### src/rtl/adc_ctl_consts.vh
// Constants for the converter data-path control block.
// Assumes inclusion by bare name from the rtl files.
`ifndef ADC_CTL_CONSTS_VH
`define ADC_CTL_CONSTS_VH

// Register addresses (7-bit SPI address field)
`define REG_DATA_PATH_CTL 7'h06
`define REG_IFACE_CFG 7'h07

// Reset values
`define DATA_PATH_CTL_RST 8'h80
`define IFACE_CFG_RST 8'h00
`define RESP_RST 16'h0000
`define RESP_AFTER_SOFT_RST 16'h0e00

// Data path control fields
`define SW_SYNC_BIT 7
`define ONE_SHOT_BIT 4
`define SOFT_RST_HI 1
`define SOFT_RST_LO 0
`define SOFT_RST_FIRST 2'h3
`define SOFT_RST_SECOND 2'h2

// Interface configuration fields
`define CRC_SEL_HI 3
`define CRC_SEL_LO 2
`define DIV_HI 1
`define DIV_LO 0
`define CRC_SEL_4 2'h1
`define CRC_SEL_16 2'h2
`define DIV_BY_8 2'h0
`define DIV_BY_4 2'h1
`define DIV_NONE 2'h2

// Divider half periods in system clocks
`define HALF_DIV_8 3'h4
`define HALF_DIV_4 3'h2
`define HALF_DIV_NONE 3'h1

// CRC: x^8 + x^2 + x + 1
`define CRC_POLY 8'h07
`define CRC_INIT 8'h00

// SPI frame and output word geometry
`define SPI_FRAME_BITS 5'h10
`define WORD_LAST_BIT 5'h17
`define LAST_CHANNEL 3'h7
`define CRC4_LAST 2'h3
`define CRC16_LAST 4'hf

// Filter settling time in system clocks
`define SETTLE_CYCLES 12'h400

`endif

### src/rtl/data_clock_gen.v
// Data output clock divider with a shift tick on each falling edge.
// Assumes run_in stays high for a whole output burst.
`timescale 1ns/1ps
`default_nettype none
`include "adc_ctl_consts.vh"

module data_clock_gen (
	input wire clk_sys_in,
	input wire rst_n_in,
	input wire run_in,
	input wire [1:0] div_sel_in,
	output reg data_output_clock_out,
	output reg shift_tick_out
);
	reg [2:0] cnt_ff;
	reg [2:0] half;

	// Code 11 falls back to divide by 4
	always @* begin
		case (div_sel_in)
			`DIV_BY_8: half = `HALF_DIV_8;
			`DIV_NONE: half = `HALF_DIV_NONE;
			default: half = `HALF_DIV_4;
		endcase
	end

	// Tick on the edge where the clock falls: new data then has a whole
	// low phase before the next rise, even with no division
	always @* begin
		shift_tick_out = run_in && data_output_clock_out &&
			(cnt_ff == half - 3'h1);
	end

	// Clock parks low between bursts so the receiver sees clean edges
	always @(posedge clk_sys_in or negedge rst_n_in) begin
		if (!rst_n_in) begin
			cnt_ff <= 3'h0;
			data_output_clock_out <= 1'b0;
		end else if (!run_in) begin
			cnt_ff <= 3'h0;
			data_output_clock_out <= 1'b0;
		end else if (cnt_ff == half - 3'h1) begin
			cnt_ff <= 3'h0;
			data_output_clock_out <= ~data_output_clock_out;
		end else begin
			cnt_ff <= cnt_ff + 3'h1;
		end
	end
endmodule
`default_nettype wire

### src/rtl/adc_data_interface_control.v
// Data path control: SPI registers, sync, soft reset, CRC framing.
// Assumes all inputs synchronous to clk_sys_in; sync_pulse_out is
// wired back to sync_in on the board.
// Overview of operation
// With one-shot set, each sync rising edge yields exactly one result.
// Software sync fires when the sync bit goes from zero to one.
// Soft reset needs a write of 3 then a write of 2 to the reset field.
// A completed soft reset clears the core and restores every register.
// The first frame after a soft reset answers with 0x0E00.
// Soft reset comes purely from SPI writes, no pin involved.
// With CRC on, a CRC byte replaces the header periodically.
// The CRC polynomial is x^8 + x^2 + x + 1.
// CRC runs per channel over conversion data only.
// Code 00 sends status headers with every result and no CRC.
// Code 01 replaces the header with CRC every 4 samples.
// Code 10 replaces the header with CRC every 16 samples.
// The data clock is the system clock divided by 8, 4 or 2.
// The host picks no division for decimate 32 on two outputs.
// Each sync pulse restarts settling and mutes data until it ends.
// A pending reset after 3 is dropped by any write other than 2.
`timescale 1ns/1ps
`default_nettype none
`include "adc_ctl_consts.vh"

module adc_data_interface_control (
	input wire clk_sys_in,
	input wire rst_n_in,
	input wire spi_sclk_in,
	input wire spi_cs_n_in,
	input wire spi_sdi_in,
	output reg spi_sdo_out,
	input wire sync_in,
	output reg sync_pulse_out,
	input wire sample_valid_in,
	input wire [127:0] sample_data_in,
	input wire [3:0] status_in,
	output wire data_output_clock_out,
	output reg serial_data_outputs_out,
	output reg data_ready_out
);
	localparam ST_IDLE = 1'b0;
	localparam ST_SHIFT = 1'b1;

	reg [7:0] data_path_control_ff;
	reg [7:0] output_interface_config_ff;
	reg rst_armed_ff;
	reg sclk_prev_ff;
	reg cs_prev_ff;
	reg sync_prev_ff;
	reg [4:0] spi_cnt_ff;
	reg [15:0] rx_ff;
	reg [15:0] tx_ff;
	reg [15:0] resp_ff;
	reg [11:0] settle_ff;
	reg one_shot_pend_ff;
	reg state_ff;
	reg [3:0] smp_cnt_ff;
	reg [2:0] ch_ff;
	reg [4:0] bit_ff;
	reg [23:0] sh_ff;
	reg [15:0] data_mem [0:7];
	reg [7:0] hdr_mem [0:7];
	reg [7:0] crc_mem [0:7];
	wire shift_tick;
	integer i;
	reg [7:0] nxt_crc [0:7];
	integer j;
	reg [7:0] rd_val;

	wire [1:0] crc_sel = output_interface_config_ff[`CRC_SEL_HI:`CRC_SEL_LO];
	wire crc_on = (crc_sel == `CRC_SEL_4) || (crc_sel == `CRC_SEL_16);
	wire crc_slot = ((crc_sel == `CRC_SEL_4) &&
		(smp_cnt_ff[1:0] == `CRC4_LAST)) ||
		((crc_sel == `CRC_SEL_16) && (smp_cnt_ff == `CRC16_LAST));
	wire sclk_rise = !spi_cs_n_in && spi_sclk_in && !sclk_prev_ff;
	wire sclk_fall = !spi_cs_n_in && !spi_sclk_in && sclk_prev_ff;
	wire cs_fall = !spi_cs_n_in && cs_prev_ff;
	wire frame_done = spi_cs_n_in && !cs_prev_ff &&
		(spi_cnt_ff == `SPI_FRAME_BITS);
	wire wr_en = frame_done && !rx_ff[15];
	wire [6:0] addr = rx_ff[14:8];
	wire [7:0] wdata = rx_ff[7:0];
	wire wr_ctl = wr_en && (addr == `REG_DATA_PATH_CTL);
	wire wr_cfg = wr_en && (addr == `REG_IFACE_CFG);
	wire soft_rst = wr_ctl && rst_armed_ff &&
		(wdata[`SOFT_RST_HI:`SOFT_RST_LO] == `SOFT_RST_SECOND);
	wire sync_rise = sync_in && !sync_prev_ff;
	wire take = sample_valid_in && (state_ff == ST_IDLE) &&
		(settle_ff == 12'h000) &&
		(!data_path_control_ff[`ONE_SHOT_BIT] || one_shot_pend_ff);
	// Clock starts after the first bit is out and stops on an abort,
	// so no stray edge follows the fall of data_ready_out
	wire data_output_clock_run = (state_ff == ST_SHIFT) && (bit_ff != 5'h00) &&
		!sync_rise && !soft_rst;

	// One CRC step over a 16-bit data word, MSB first
	function [7:0] crc8_word;
		input [7:0] crc;
		input [15:0] data;
		integer k;
		reg [7:0] c;
		begin
			c = crc;
			for (k = 15; k >= 0; k = k - 1) begin
				if (c[7] ^ data[k])
					c = {c[6:0], 1'b0} ^ `CRC_POLY;
				else
					c = {c[6:0], 1'b0};
			end
			crc8_word = c;
		end
	endfunction

	// Register readback value
	always @* begin
		case (addr)
			`REG_DATA_PATH_CTL: rd_val = data_path_control_ff;
			`REG_IFACE_CFG: rd_val = output_interface_config_ff;
			default: rd_val = 8'h00;
		endcase
	end

	// Running CRC of each channel with the incoming word folded in
	always @* begin
		for (j = 0; j < 8; j = j + 1)
			nxt_crc[j] = crc8_word(crc_mem[j],
				sample_data_in[j*16 +: 16]);
	end

	data_clock_gen u_data_output_clock (
		.clk_sys_in(clk_sys_in),
		.rst_n_in(rst_n_in),
		.run_in(data_output_clock_run),
		.div_sel_in(output_interface_config_ff[`DIV_HI:`DIV_LO]),
		.data_output_clock_out(data_output_clock_out),
		.shift_tick_out(shift_tick)
	);

	// SPI slave: shift in on rising SCLK, out on falling, act at CS rise
	always @(posedge clk_sys_in or negedge rst_n_in) begin
		if (!rst_n_in) begin
			sclk_prev_ff <= 1'b0;
			cs_prev_ff <= 1'b1;
			spi_cnt_ff <= 5'h00;
			rx_ff <= 16'h0000;
			tx_ff <= 16'h0000;
			spi_sdo_out <= 1'b0;
			resp_ff <= `RESP_RST;
			data_path_control_ff <= `DATA_PATH_CTL_RST;
			output_interface_config_ff <= `IFACE_CFG_RST;
			rst_armed_ff <= 1'b0;
			sync_pulse_out <= 1'b0;
		end else begin
			sclk_prev_ff <= spi_sclk_in;
			cs_prev_ff <= spi_cs_n_in;
			sync_pulse_out <= 1'b0;
			if (cs_fall) begin
				spi_cnt_ff <= 5'h00;
				tx_ff <= resp_ff;
				spi_sdo_out <= resp_ff[15];
			end else if (sclk_rise) begin
				rx_ff <= {rx_ff[14:0], spi_sdi_in};
				if (spi_cnt_ff != `SPI_FRAME_BITS)
					spi_cnt_ff <= spi_cnt_ff + 5'h01;
			end else if (sclk_fall) begin
				tx_ff <= {tx_ff[14:0], 1'b0};
				spi_sdo_out <= tx_ff[14];
			end
			if (soft_rst) begin
				data_path_control_ff <= `DATA_PATH_CTL_RST;
				output_interface_config_ff <= `IFACE_CFG_RST;
				rst_armed_ff <= 1'b0;
				resp_ff <= `RESP_AFTER_SOFT_RST;
			end else if (frame_done) begin
				resp_ff <= {rx_ff[15:8], rd_val};
				// Any other write drops a half-done reset sequence
				if (wr_en)
					rst_armed_ff <= wr_ctl &&
						(wdata[`SOFT_RST_HI:`SOFT_RST_LO] ==
						`SOFT_RST_FIRST);
				if (wr_ctl) begin
					data_path_control_ff <= wdata;
					if (wdata[`SW_SYNC_BIT] &&
						!data_path_control_ff[`SW_SYNC_BIT])
						sync_pulse_out <= 1'b1;
				end
				if (wr_cfg)
					output_interface_config_ff <= wdata;
			end
		end
	end

	// Core: settling, one-shot gating, CRC and serial framing
	always @(posedge clk_sys_in or negedge rst_n_in) begin
		if (!rst_n_in) begin
			sync_prev_ff <= 1'b0;
			settle_ff <= `SETTLE_CYCLES;
			one_shot_pend_ff <= 1'b0;
			state_ff <= ST_IDLE;
			smp_cnt_ff <= 4'h0;
			ch_ff <= 3'h0;
			bit_ff <= 5'h00;
			sh_ff <= 24'h000000;
			serial_data_outputs_out <= 1'b0;
			data_ready_out <= 1'b0;
			for (i = 0; i < 8; i = i + 1) begin
				data_mem[i] <= 16'h0000;
				hdr_mem[i] <= 8'h00;
				crc_mem[i] <= `CRC_INIT;
			end
		end else if (soft_rst) begin
			sync_prev_ff <= sync_in;
			settle_ff <= `SETTLE_CYCLES;
			one_shot_pend_ff <= 1'b0;
			state_ff <= ST_IDLE;
			smp_cnt_ff <= 4'h0;
			ch_ff <= 3'h0;
			bit_ff <= 5'h00;
			sh_ff <= 24'h000000;
			serial_data_outputs_out <= 1'b0;
			data_ready_out <= 1'b0;
			for (i = 0; i < 8; i = i + 1)
				crc_mem[i] <= `CRC_INIT;
		end else begin
			sync_prev_ff <= sync_in;
			// A sync aborts any burst: filters restart from scratch
			if (sync_rise) begin
				settle_ff <= `SETTLE_CYCLES;
				one_shot_pend_ff <= 1'b1;
				state_ff <= ST_IDLE;
				data_ready_out <= 1'b0;
				serial_data_outputs_out <= 1'b0;
			end else if (settle_ff != 12'h000) begin
				settle_ff <= settle_ff - 12'h001;
			end
			case (state_ff)
				ST_IDLE: begin
					// Samples arriving mid-burst are dropped, no buffer
					if (take && !sync_rise) begin
						one_shot_pend_ff <= 1'b0;
						smp_cnt_ff <= smp_cnt_ff + 4'h1;
						for (i = 0; i < 8; i = i + 1) begin
							data_mem[i] <= sample_data_in[i*16 +: 16];
							if (crc_on && crc_slot) begin
								hdr_mem[i] <= nxt_crc[i];
								crc_mem[i] <= `CRC_INIT;
							end else begin
								hdr_mem[i] <= {i[2:0], 1'b0, status_in};
								crc_mem[i] <= crc_on ? nxt_crc[i] : `CRC_INIT;
							end
						end
						state_ff <= ST_SHIFT;
						ch_ff <= 3'h0;
						bit_ff <= 5'h00;
						data_ready_out <= 1'b1;
						sh_ff <= 24'h000000;
						serial_data_outputs_out <= 1'b0;
					end
				end
				ST_SHIFT: begin
					if (!sync_rise && bit_ff == 5'h00 && ch_ff == 3'h0 &&
						sh_ff == 24'h000000 && !shift_tick) begin
						sh_ff <= {hdr_mem[0], data_mem[0]};
						serial_data_outputs_out <= hdr_mem[0][7];
						bit_ff <= 5'h01;
					end else if (!sync_rise && shift_tick) begin
						if (bit_ff == `WORD_LAST_BIT + 5'h01) begin
							if (ch_ff == `LAST_CHANNEL) begin
								state_ff <= ST_IDLE;
								data_ready_out <= 1'b0;
								serial_data_outputs_out <= 1'b0;
								sh_ff <= 24'h000000;
								bit_ff <= 5'h00;
							end else begin
								ch_ff <= ch_ff + 3'h1;
								sh_ff <= {hdr_mem[ch_ff + 3'h1],
									data_mem[ch_ff + 3'h1]};
								serial_data_outputs_out <=
									hdr_mem[ch_ff + 3'h1][7];
								bit_ff <= 5'h01;
							end
						end else begin
							sh_ff <= {sh_ff[22:0], 1'b0};
							serial_data_outputs_out <= sh_ff[22];
							bit_ff <= bit_ff + 5'h01;
						end
					end
				end
				default: state_ff <= ST_IDLE;
			endcase
		end
	end
endmodule
`default_nettype wire

### config.mk
export PLATFORM = sky130hd
export DESIGN_NAME = adc_data_interface_control
export DESIGN_NICKNAME = d
export VERILOG_FILES = /design/src/rtl/data_clock_gen.v /design/src/rtl/adc_data_interface_control.v
export VERILOG_INCLUDE_DIRS = /design/src /design/src/rtl
export SDC_FILE = /design/constraint.sdc
export NUM_CORES = 1
export LEC_CHECK = 0
export BUFFER_PORTS_ARGS = -buffer_cell sky130_fd_sc_hd__clkbuf_2
export CAP_MARGIN = 0
export CELL_PAD_IN_SITES_DETAIL_PLACEMENT = 0
export CELL_PAD_IN_SITES_GLOBAL_PLACEMENT = 1
export CORE_MARGIN = 2
export CORE_UTILIZATION = 40
export CTS_CLUSTER_SIZE = 28
export DETAILED_ROUTE_END_ITERATION = 10
export PLACE_DENSITY_LB_ADDON = 0.3
export SLEW_MARGIN = 15
export SYNTH_ARGS = -nofsm -noshare
export SYNTH_HDL_FRONTEND = slang
export SYNTH_HIERARCHICAL = 1
export SYNTH_SLANG_ARGS = --single-unit
export TNS_END_PERCENT = 50
### constraint.sdc
create_clock -name clk_sys_in -period 3.5 [get_ports clk_sys_in]
set_input_delay 0.35 -clock clk_sys_in [delete_from_list [all_inputs] [get_ports clk_sys_in]]
set_output_delay 0.35 -clock clk_sys_in [all_outputs]
set_load 0.02 [all_outputs]
==> flow_metrics.env, run 1 <==
export IMPL_synth_fp_nets=2064
export IMPL_grt_pass1_wl_um=93000
export IMPL_grtUsageTotal_pct=23.0
export IMPL_synth_top_cell_area_share_pct=47.1
export IMPL_seq_area_frac_synth_pct=47.5
export IMPL_area_growth_pct=17.7
export IMPL_reg2regPathDepth=12
export IMPL_syn_avg_cell_area_um2=10.6
export IMPL_grt_overflow_total=0
export IMPL_cts_root_buf="clkbuf_16"
export IMPL_num_rows=82
export IMPL_antenna_found_initial=3
export IMPL_cp_arrival_ns=3.73
export IMPL_start_util_pct=40.6
export IMPL_place_hpwl_um=43400
export IMPL_syn_inst=1912
export IMPL_finalClockSkew_ns=0.0280
export IMPL_crit_path_end_kind="register"
export IMPL_cp_startpoint="bit_ff[0]$_DFFE_PN0P_"
export IMPL_multi_input_area_um2=10200
export IMPL_setup_viol=0
export IMPL_first_pass_iters=9
export IMPL_cts_tree="built"
export IMPL_synth_seq_cells=386
export IMPL_core_area_um2=50200
export IMPL_synth_top_cells_by_area="dfrtp_1 47%, nand2_1 9.6%, xnor2_1 9.0%"
export IMPL_start_kind="register"
export IMPL_grt_pass1_vias=15400
export IMPL_tightestPinTransition_ns=1.06
export IMPL_n_fill_cell=4672
export IMPL_hold_path_depth=3
export IMPL_crit_type="register to register"
export IMPL_clock_latency_ns=0.58
export IMPL_port_buffers=143
export IMPL_cp_cell_sequence="inv_1 > ha_1 > nor4b_1 > nor3_4 > and3_2 > nor4_1 > and4_1 > and3_1 > o22ai_2 > and2_1 > buf_4 > o21ai_0"
export IMPL_die_area_um2=52700
export IMPL_via_count=14900
export IMPL_register_area_um2=9660
export IMPL_period_needed_ns=3.25
export IMPL_ir_drop_v=0.000340
export IMPL_crit_fanout=15
export IMPL_yosysTopAreaCell="dfrtp_1"
export IMPL_fin_nets=2235
export IMPL_dieWidth_um=230
export IMPL_p_total_uw=14500
export IMPL_clk_pin_slew_ns=0.07
export IMPL_wl_per_cell_um=21.3
export IMPL_r2r_start="bit_ff[0]$_DFFE_PN0P_"
export IMPL_drtAntennaViolNets=0
export IMPL_drcViolationCount=0
export IMPL_ys_flop_type="dfrtp_1"
export IMPL_tns_ns=0
export IMPL_p_leak_uw=0.0112
export IMPL_syn_area_um2=20400
export IMPL_ys_top_cells_by_count="522 x nand2_1, 383 x dfrtp_1, 209 x xnor2_1"
export IMPL_max_freq_mhz=308
export IMPL_ys_warn_count=6
export IMPL_slowest_stage="nor4b_1"
export IMPL_cts_max_level=2
export IMPL_wl_um=59400
export IMPL_ios=144
export IMPL_ff2ff_setup_slack_ns=0.25
export IMPL_place_congestion=0.889
export IMPL_synth_edf_count=0
export IMPL_grt_max_degree=93
export IMPL_maxSlewViolCount=0
export IMPL_r2r_end="bit_ff[1]$_DFFE_PN0P_"
export IMPL_clock_sinks=386
export IMPL_min_to="data_mem[90]$_DFFE_PN0P_"
export IMPL_status="completed"
export IMPL_finalHoldViolations=0
export IMPL_cts_inserted_buffers=45
export IMPL_die_y_um=230
export IMPL_max_slew_margin_pct=29.3
export IMPL_max_stage_delay_ns=0.76
export IMPL_yosysMostFrequentCell="nand2_1"
export IMPL_drt_initial_drc_count=1195
export IMPL_drv_cap=0
export IMPL_clock_path_buffers=3
export IMPL_hp_start="sample_data_in[42]"
export IMPL_layout_drive_gt1_share_pct=20.3
export IMPL_path_buf_inv=2
export IMPL_viasPerCell=5.32
export IMPL_power_density_nw_per_um2=605
export IMPL_crit_family="simple AND/OR/NAND/NOR gates"
export IMPL_fin_crit_sh_pct=92.8
export IMPL_synthArstFlopShare_pct=100
export IMPL_yosysUniqueCellTypes=69
export IMPL_hp_class="primary input to register"
export IMPL_crit_required_ns=3.98
## logic make-up after synthesis
logic type                 after synthesis  share of synthesized area [%]
xor gates and xnor gates               319                           16.3
muxes                                  124                           9.22
and+or+nand+nor                        680                           14.1
AOI/OAI and AO/OA                      268                           9.49
buffers and inverters                  122                           2.61
DFF                                    386                           47.5
adders and majority gates               13                          0.799
## worst max-delay path by stage
stage	end	slack (ns)	cells after the start
2_1_floorplan	bit_ff[0]$_DFFE_PN0P_	0.25	16
3_3_place_gp	bit_ff[1]$_DFFE_PN0P_	0.21	16
3_5_place_dp	bit_ff[1]$_DFFE_PN0P_	0.03	16
4_1_cts	bit_ff[1]$_DFFE_PN0P_	0.006	16
5_1_grt	bit_ff[1]$_DFFE_PN0P_	-0.003	16
6_report	bit_ff[1]$_DFFE_PN0P_	0.25	12
## sequential cells by signal, indices dropped and copies added, names as in the netlist, 3 cells and up
| name | count |
|---|---|
| data_mem | 128 |
| hdr_mem | 64 |
| crc_mem | 56 |
| sh_ff | 24 |
| resp_ff | 16 |
| rx_ff | 16 |
| tx_ff | 15 |
| settle_ff | 12 |
| crc8_word.crc | 8 |
| data_path_control_ff | 8 |
| output_interface_config_ff | 8 |
| bit_ff | 5 |
| spi_cnt_ff | 5 |
| smp_cnt_ff | 4 |
| ch_ff | 3 |
| u_data_output_clock/cnt_ff | 3 |
## timing repair
action / in CTS / in global routing
endpoints found under the hold margin: 97 / 0
setup endpoints to repair: 0 / 30
hold buffers: 29 / 0
setup buffers: 0 / 2
gates resized for setup: 0 / 5
## worst register-to-register path: stages, from the launching register on
cell and delay [ns]:
dfrtp_1 0.43, inv_1 0.08, ha_1 0.16, nor4b_1 0.76, nor3_4 0.14, and3_2 0.28
nor4_1 0.16, and4_1 0.23, and3_1 0.19, o22ai_2 0.10, and2_1 0.23, buf_4 0.21
o21ai_0 0.20
## layout by cell type (no fill, tap or decap), drive strengths merged, types with 11 or more instances in the layout
master       synthesis  layout
buf                 50      55
mux4                46      46
dlygate4sd3          0      29
nor3                11      11
a21oi               28      28
a222oi              22      22
clkinv               0      11
dfrtp              383     383
xnor2              209     209
a22o                33      33
xnor3               25      25
ha                  13      13
nand3               18      18
mux2                48      48
o2bb2ai             25      25
mux2i               30      30
inv                 20      21
clkbuf              52     203
nand2              522     522
xor2                73      73
xor3                12      12
o21ai              124     124
nor2                61      61
## final cells by class
| class | count | area share [%] |
|---|---|---|
| clock inverter | 22 | 1.38 |
| tap | 672 | 3.51 |
| inverter | 20 | 0.313 |
| clock buffer | 61 | 5.37 |
| timing repair buffer | 226 | 6.45 |
| antenna | 2 | 0.0209 |
| multi-input combinational | 1404 | 42.6 |
| sequential | 386 | 40.3 |
## per-stage QoR
stage,worst slack (ns),hold WS (ns),std cells,instance area [µm²],utilization [%]
final,0.252,0.0181,2793,24000,47.8
after global routing,-0.00308,0.0156,2792,24000,47.8
after CTS,0.00610,0.00340,2789,23900,47.7
after detailed placement,0.0345,0.396,2677,22000,43.9
after global placement,0.208,0.391,2677,22000,43.9
after floorplan,0.247,0.0544,1912,20400,-
## metal layers
metal / part of all wire (%) / track usage (%) / up-vias
met2: 45 / 35.5 / 437
met4: 4.3 / 9.80 / 2
met1: 45 / 31.9 / 7449
met5: 0.024 / 0 / -
li1: - / - / 6856
met3: 5.6 / 3.98 / 114
## report_power, final
group | switching, µW | internal (µW) | total (µW)
Clock | 1980 | 3180 | 5160
Sequential | 762 | 5340 | 6100
Combinational | 1810 | 1440 | 3250
(Power assumes the default switching activity.)
==> inputs of run 2 (changes only) <==
--- a/config.mk
+++ b/config.mk
@@ -15,6 +15,7 @@
 export CTS_CLUSTER_SIZE = 28
 export DETAILED_ROUTE_END_ITERATION = 10
 export PLACE_DENSITY_LB_ADDON = 0.3
+export SETUP_SLACK_MARGIN = 0.5
 export SLEW_MARGIN = 15
 export SYNTH_ARGS = -nofsm -noshare
 export SYNTH_HDL_FRONTEND = slang
==> run 2 against run 1 <==
Net effect: flip-flop and latch count is the same; largest cell class unchanged; power decreased by 0.21%; sequential share of layout area shrank 0.19 points; final cell count grew 0.25%; clock power fell by 3%; cell area grew 0.49%; first-iteration DRC count is 5.7% higher; wire length increased by 0.65%; critical endpoint is now crc_mem[24]$_DFFE_PN0P_; combinational power up 4%; sequential power is essentially flat.
==> flow_metrics.env, run 2 (same netlist as run 1, synthesis figures left out) <==
export IMPL_ios=144
export IMPL_crit_path_end_kind="register"
export IMPL_grtUsageMet2_pct=35.8
export IMPL_clock_latency_ns=0.58
export IMPL_finalHoldViolations=0
export IMPL_largest_reg_flops=128
export IMPL_port_buffers=143
export IMPL_max_freq_mhz=334
export IMPL_cp_startpoint="settle_ff[7]$_DFFE_PN0P_"
export IMPL_crit_required_ns=3.99
export IMPL_hp_class="primary input to register"
export IMPL_final_cell_mix="520 x nand2_1, 382 x dfrtp_1, 209 x xnor2_1"
export IMPL_maxSlewViolCount=0
export IMPL_cp_arrival_ns=3.49
export IMPL_layout_drive_gt1_share_pct=21.1
export IMPL_n_fill_cell=4670
export IMPL_crit_family="simple AND/OR/NAND/NOR gates"
export IMPL_clock_sinks=386
export IMPL_crit_fanout=20
export IMPL_finalClockSkew_ns=0.0318
export IMPL_core_area_um2=50200
export IMPL_max_slew_margin_pct=27.2
export IMPL_rsz0062_at_grt="true"
export IMPL_power_density_nw_per_um2=601
export IMPL_start_kind="register"
export IMPL_cts_max_level=2
export IMPL_first_pass_iters=6
export IMPL_grt_pass1_vias=15100
export IMPL_hold_slack_ns=0.0241
export IMPL_path_buf_inv=0
export IMPL_grt_pass1_wl_um=92600
export IMPL_n_antenna_cell=0
export IMPL_place_congestion=0.868
export IMPL_multi_input_area_um2=10300
export IMPL_final_area_um2=24100
export IMPL_start_util_pct=40.6
export IMPL_clk_pin_slew_ns=0.06
export IMPL_antenna_found_initial=0
export IMPL_p_leak_uw=0.0113
export IMPL_ir_drop_v=0.000310
export IMPL_area_growth_pct=18.3
export IMPL_dieWidth_um=230
export IMPL_r2r_start="settle_ff[7]$_DFFE_PN0P_"
export IMPL_grtUsageTotal_pct=22.9
export IMPL_cts_root_buf="clkbuf_16"
export IMPL_hp_start="sample_data_in[125]"
export IMPL_wl_um=59800
export IMPL_drtAntennaViolNets=0
export IMPL_setup_viol=0
export IMPL_layout_commonest_cell="nand2_1"
export IMPL_num_rows=82
export IMPL_cp_cell_sequence="or4_1 > nor4_4 > and2_1 > nand2b_4 > or3_2 > o21ai_2"
export IMPL_drt_initial_drc_count=1263
export IMPL_gr_max_usage_layer="met2"
export IMPL_use_met3_pct=2.99
export IMPL_postPlaceCellArea_um2=21900
export IMPL_drv_cap=0
export IMPL_clock_path_buffers=3
export IMPL_place_hpwl_um=42700
export IMPL_slowest_stage="or3_2"
export IMPL_die_y_um=230
export IMPL_crit_type="register to register"
export IMPL_max_stage_delay_ns=0.82
export IMPL_reg_top3="data_mem: 128 flops, hdr_mem: 64 flops, crc_mem: 56 flops"
export IMPL_fin_crit_sh_pct=85.6
export IMPL_via_count=14900
export IMPL_worst_slack_ns=0.503
export IMPL_pre_cts_ws_ns=-0.0916
export IMPL_grt_overflow_total=0
export IMPL_cts_tree="built"
export IMPL_register_area_um2=9670
export IMPL_period_needed_ns=3.00
export IMPL_viasPerCell=5.34
export IMPL_die_area_um2=52700
export IMPL_status="completed"
export IMPL_grt_max_degree=118
export IMPL_drcViolationCount=0
export IMPL_use_met1_pct=32.6
export IMPL_fin_nets=2244
export IMPL_tightestPinTransition_ns=1.09
export IMPL_cts_inserted_buffers=46
export IMPL_wl_per_cell_um=21.4
export IMPL_tns_ns=0
export IMPL_regMostFlops="data_mem"
==> run 2: worst paths after layout <==
kind / to / slack [ns] / cells past startpoint
worst max-delay path: crc_mem[24]$_DFFE_PN0P_ / 0.50 / 6
worst min-delay path: data_mem[13]$_DFFE_PN0P_ / 0.02 / 3
worst max register to register: crc_mem[24]$_DFFE_PN0P_ / 0.50 / 6
worst min register to register: data_mem[72]$_DFFE_PN0P_ / 0.46 / 2
max in group asynchronous: hdr_mem[32]$_DFFE_PN0P_ / 2.00 / 3
min in group asynchronous: tx_ff[7]$_DFFE_PN0P_ / 0.36 / 2
==> run 2: per-stage QoR <==
| step | util [%] | std cells | total power (µW) |
|---|---|---|---|
| floorplan | - | 1912 | 7990 |
| global placement | 43.7 | 2670 | 9270 |
| detailed placement | 43.7 | 2670 | 9360 |
| CTS | 47.8 | 2795 | 14600 |
| global route | 48.0 | 2800 | 15200 |
| finish | 48.0 | 2800 | 14500 |
==> run 2: cell type report <==
type	instances	share of cell area [%]
inverters	20	0.312
well taps	672	3.49
repair buffers	232	6.64
flip-flops and latches	386	40.1
clock buffers	64	5.60
clock inverters	20	1.01
multi-input cells	1406	42.8
==> run 2: metal layers <==
layer	up-vias	wire length [µm]
met5	-	0
met3	88	2990
li1	6896	-
met4	0	2080
met2	425	27300
met1	7538	27400
==> run 2: worst min-delay path, cell delays in order <==
cell and delay, ns:
clkbuf_2 0.11, nand2_1 0.06, nand2_1 0.05
==> run 2: what timing repair did <==
action	4_1_cts	5_1_grt
gates resized for setup	20	9
pin swaps	8	5
hold buffers	30	0
setup endpoints to repair	136	151
hold endpoints to repair	103	0
cloned	1	2
setup buffers	10	3
==> run 2: report_power, final <==
| part | switching (µW) | leakage, µW | internal (µW) | total [µW] |
|---|---|---|---|---|
| Clock | 1960 | 0.000795 | 3060 | 5010 |
| Sequential | 740 | 0.00528 | 5340 | 6080 |
| Combinational | 1870 | 0.00519 | 1520 | 3390 |
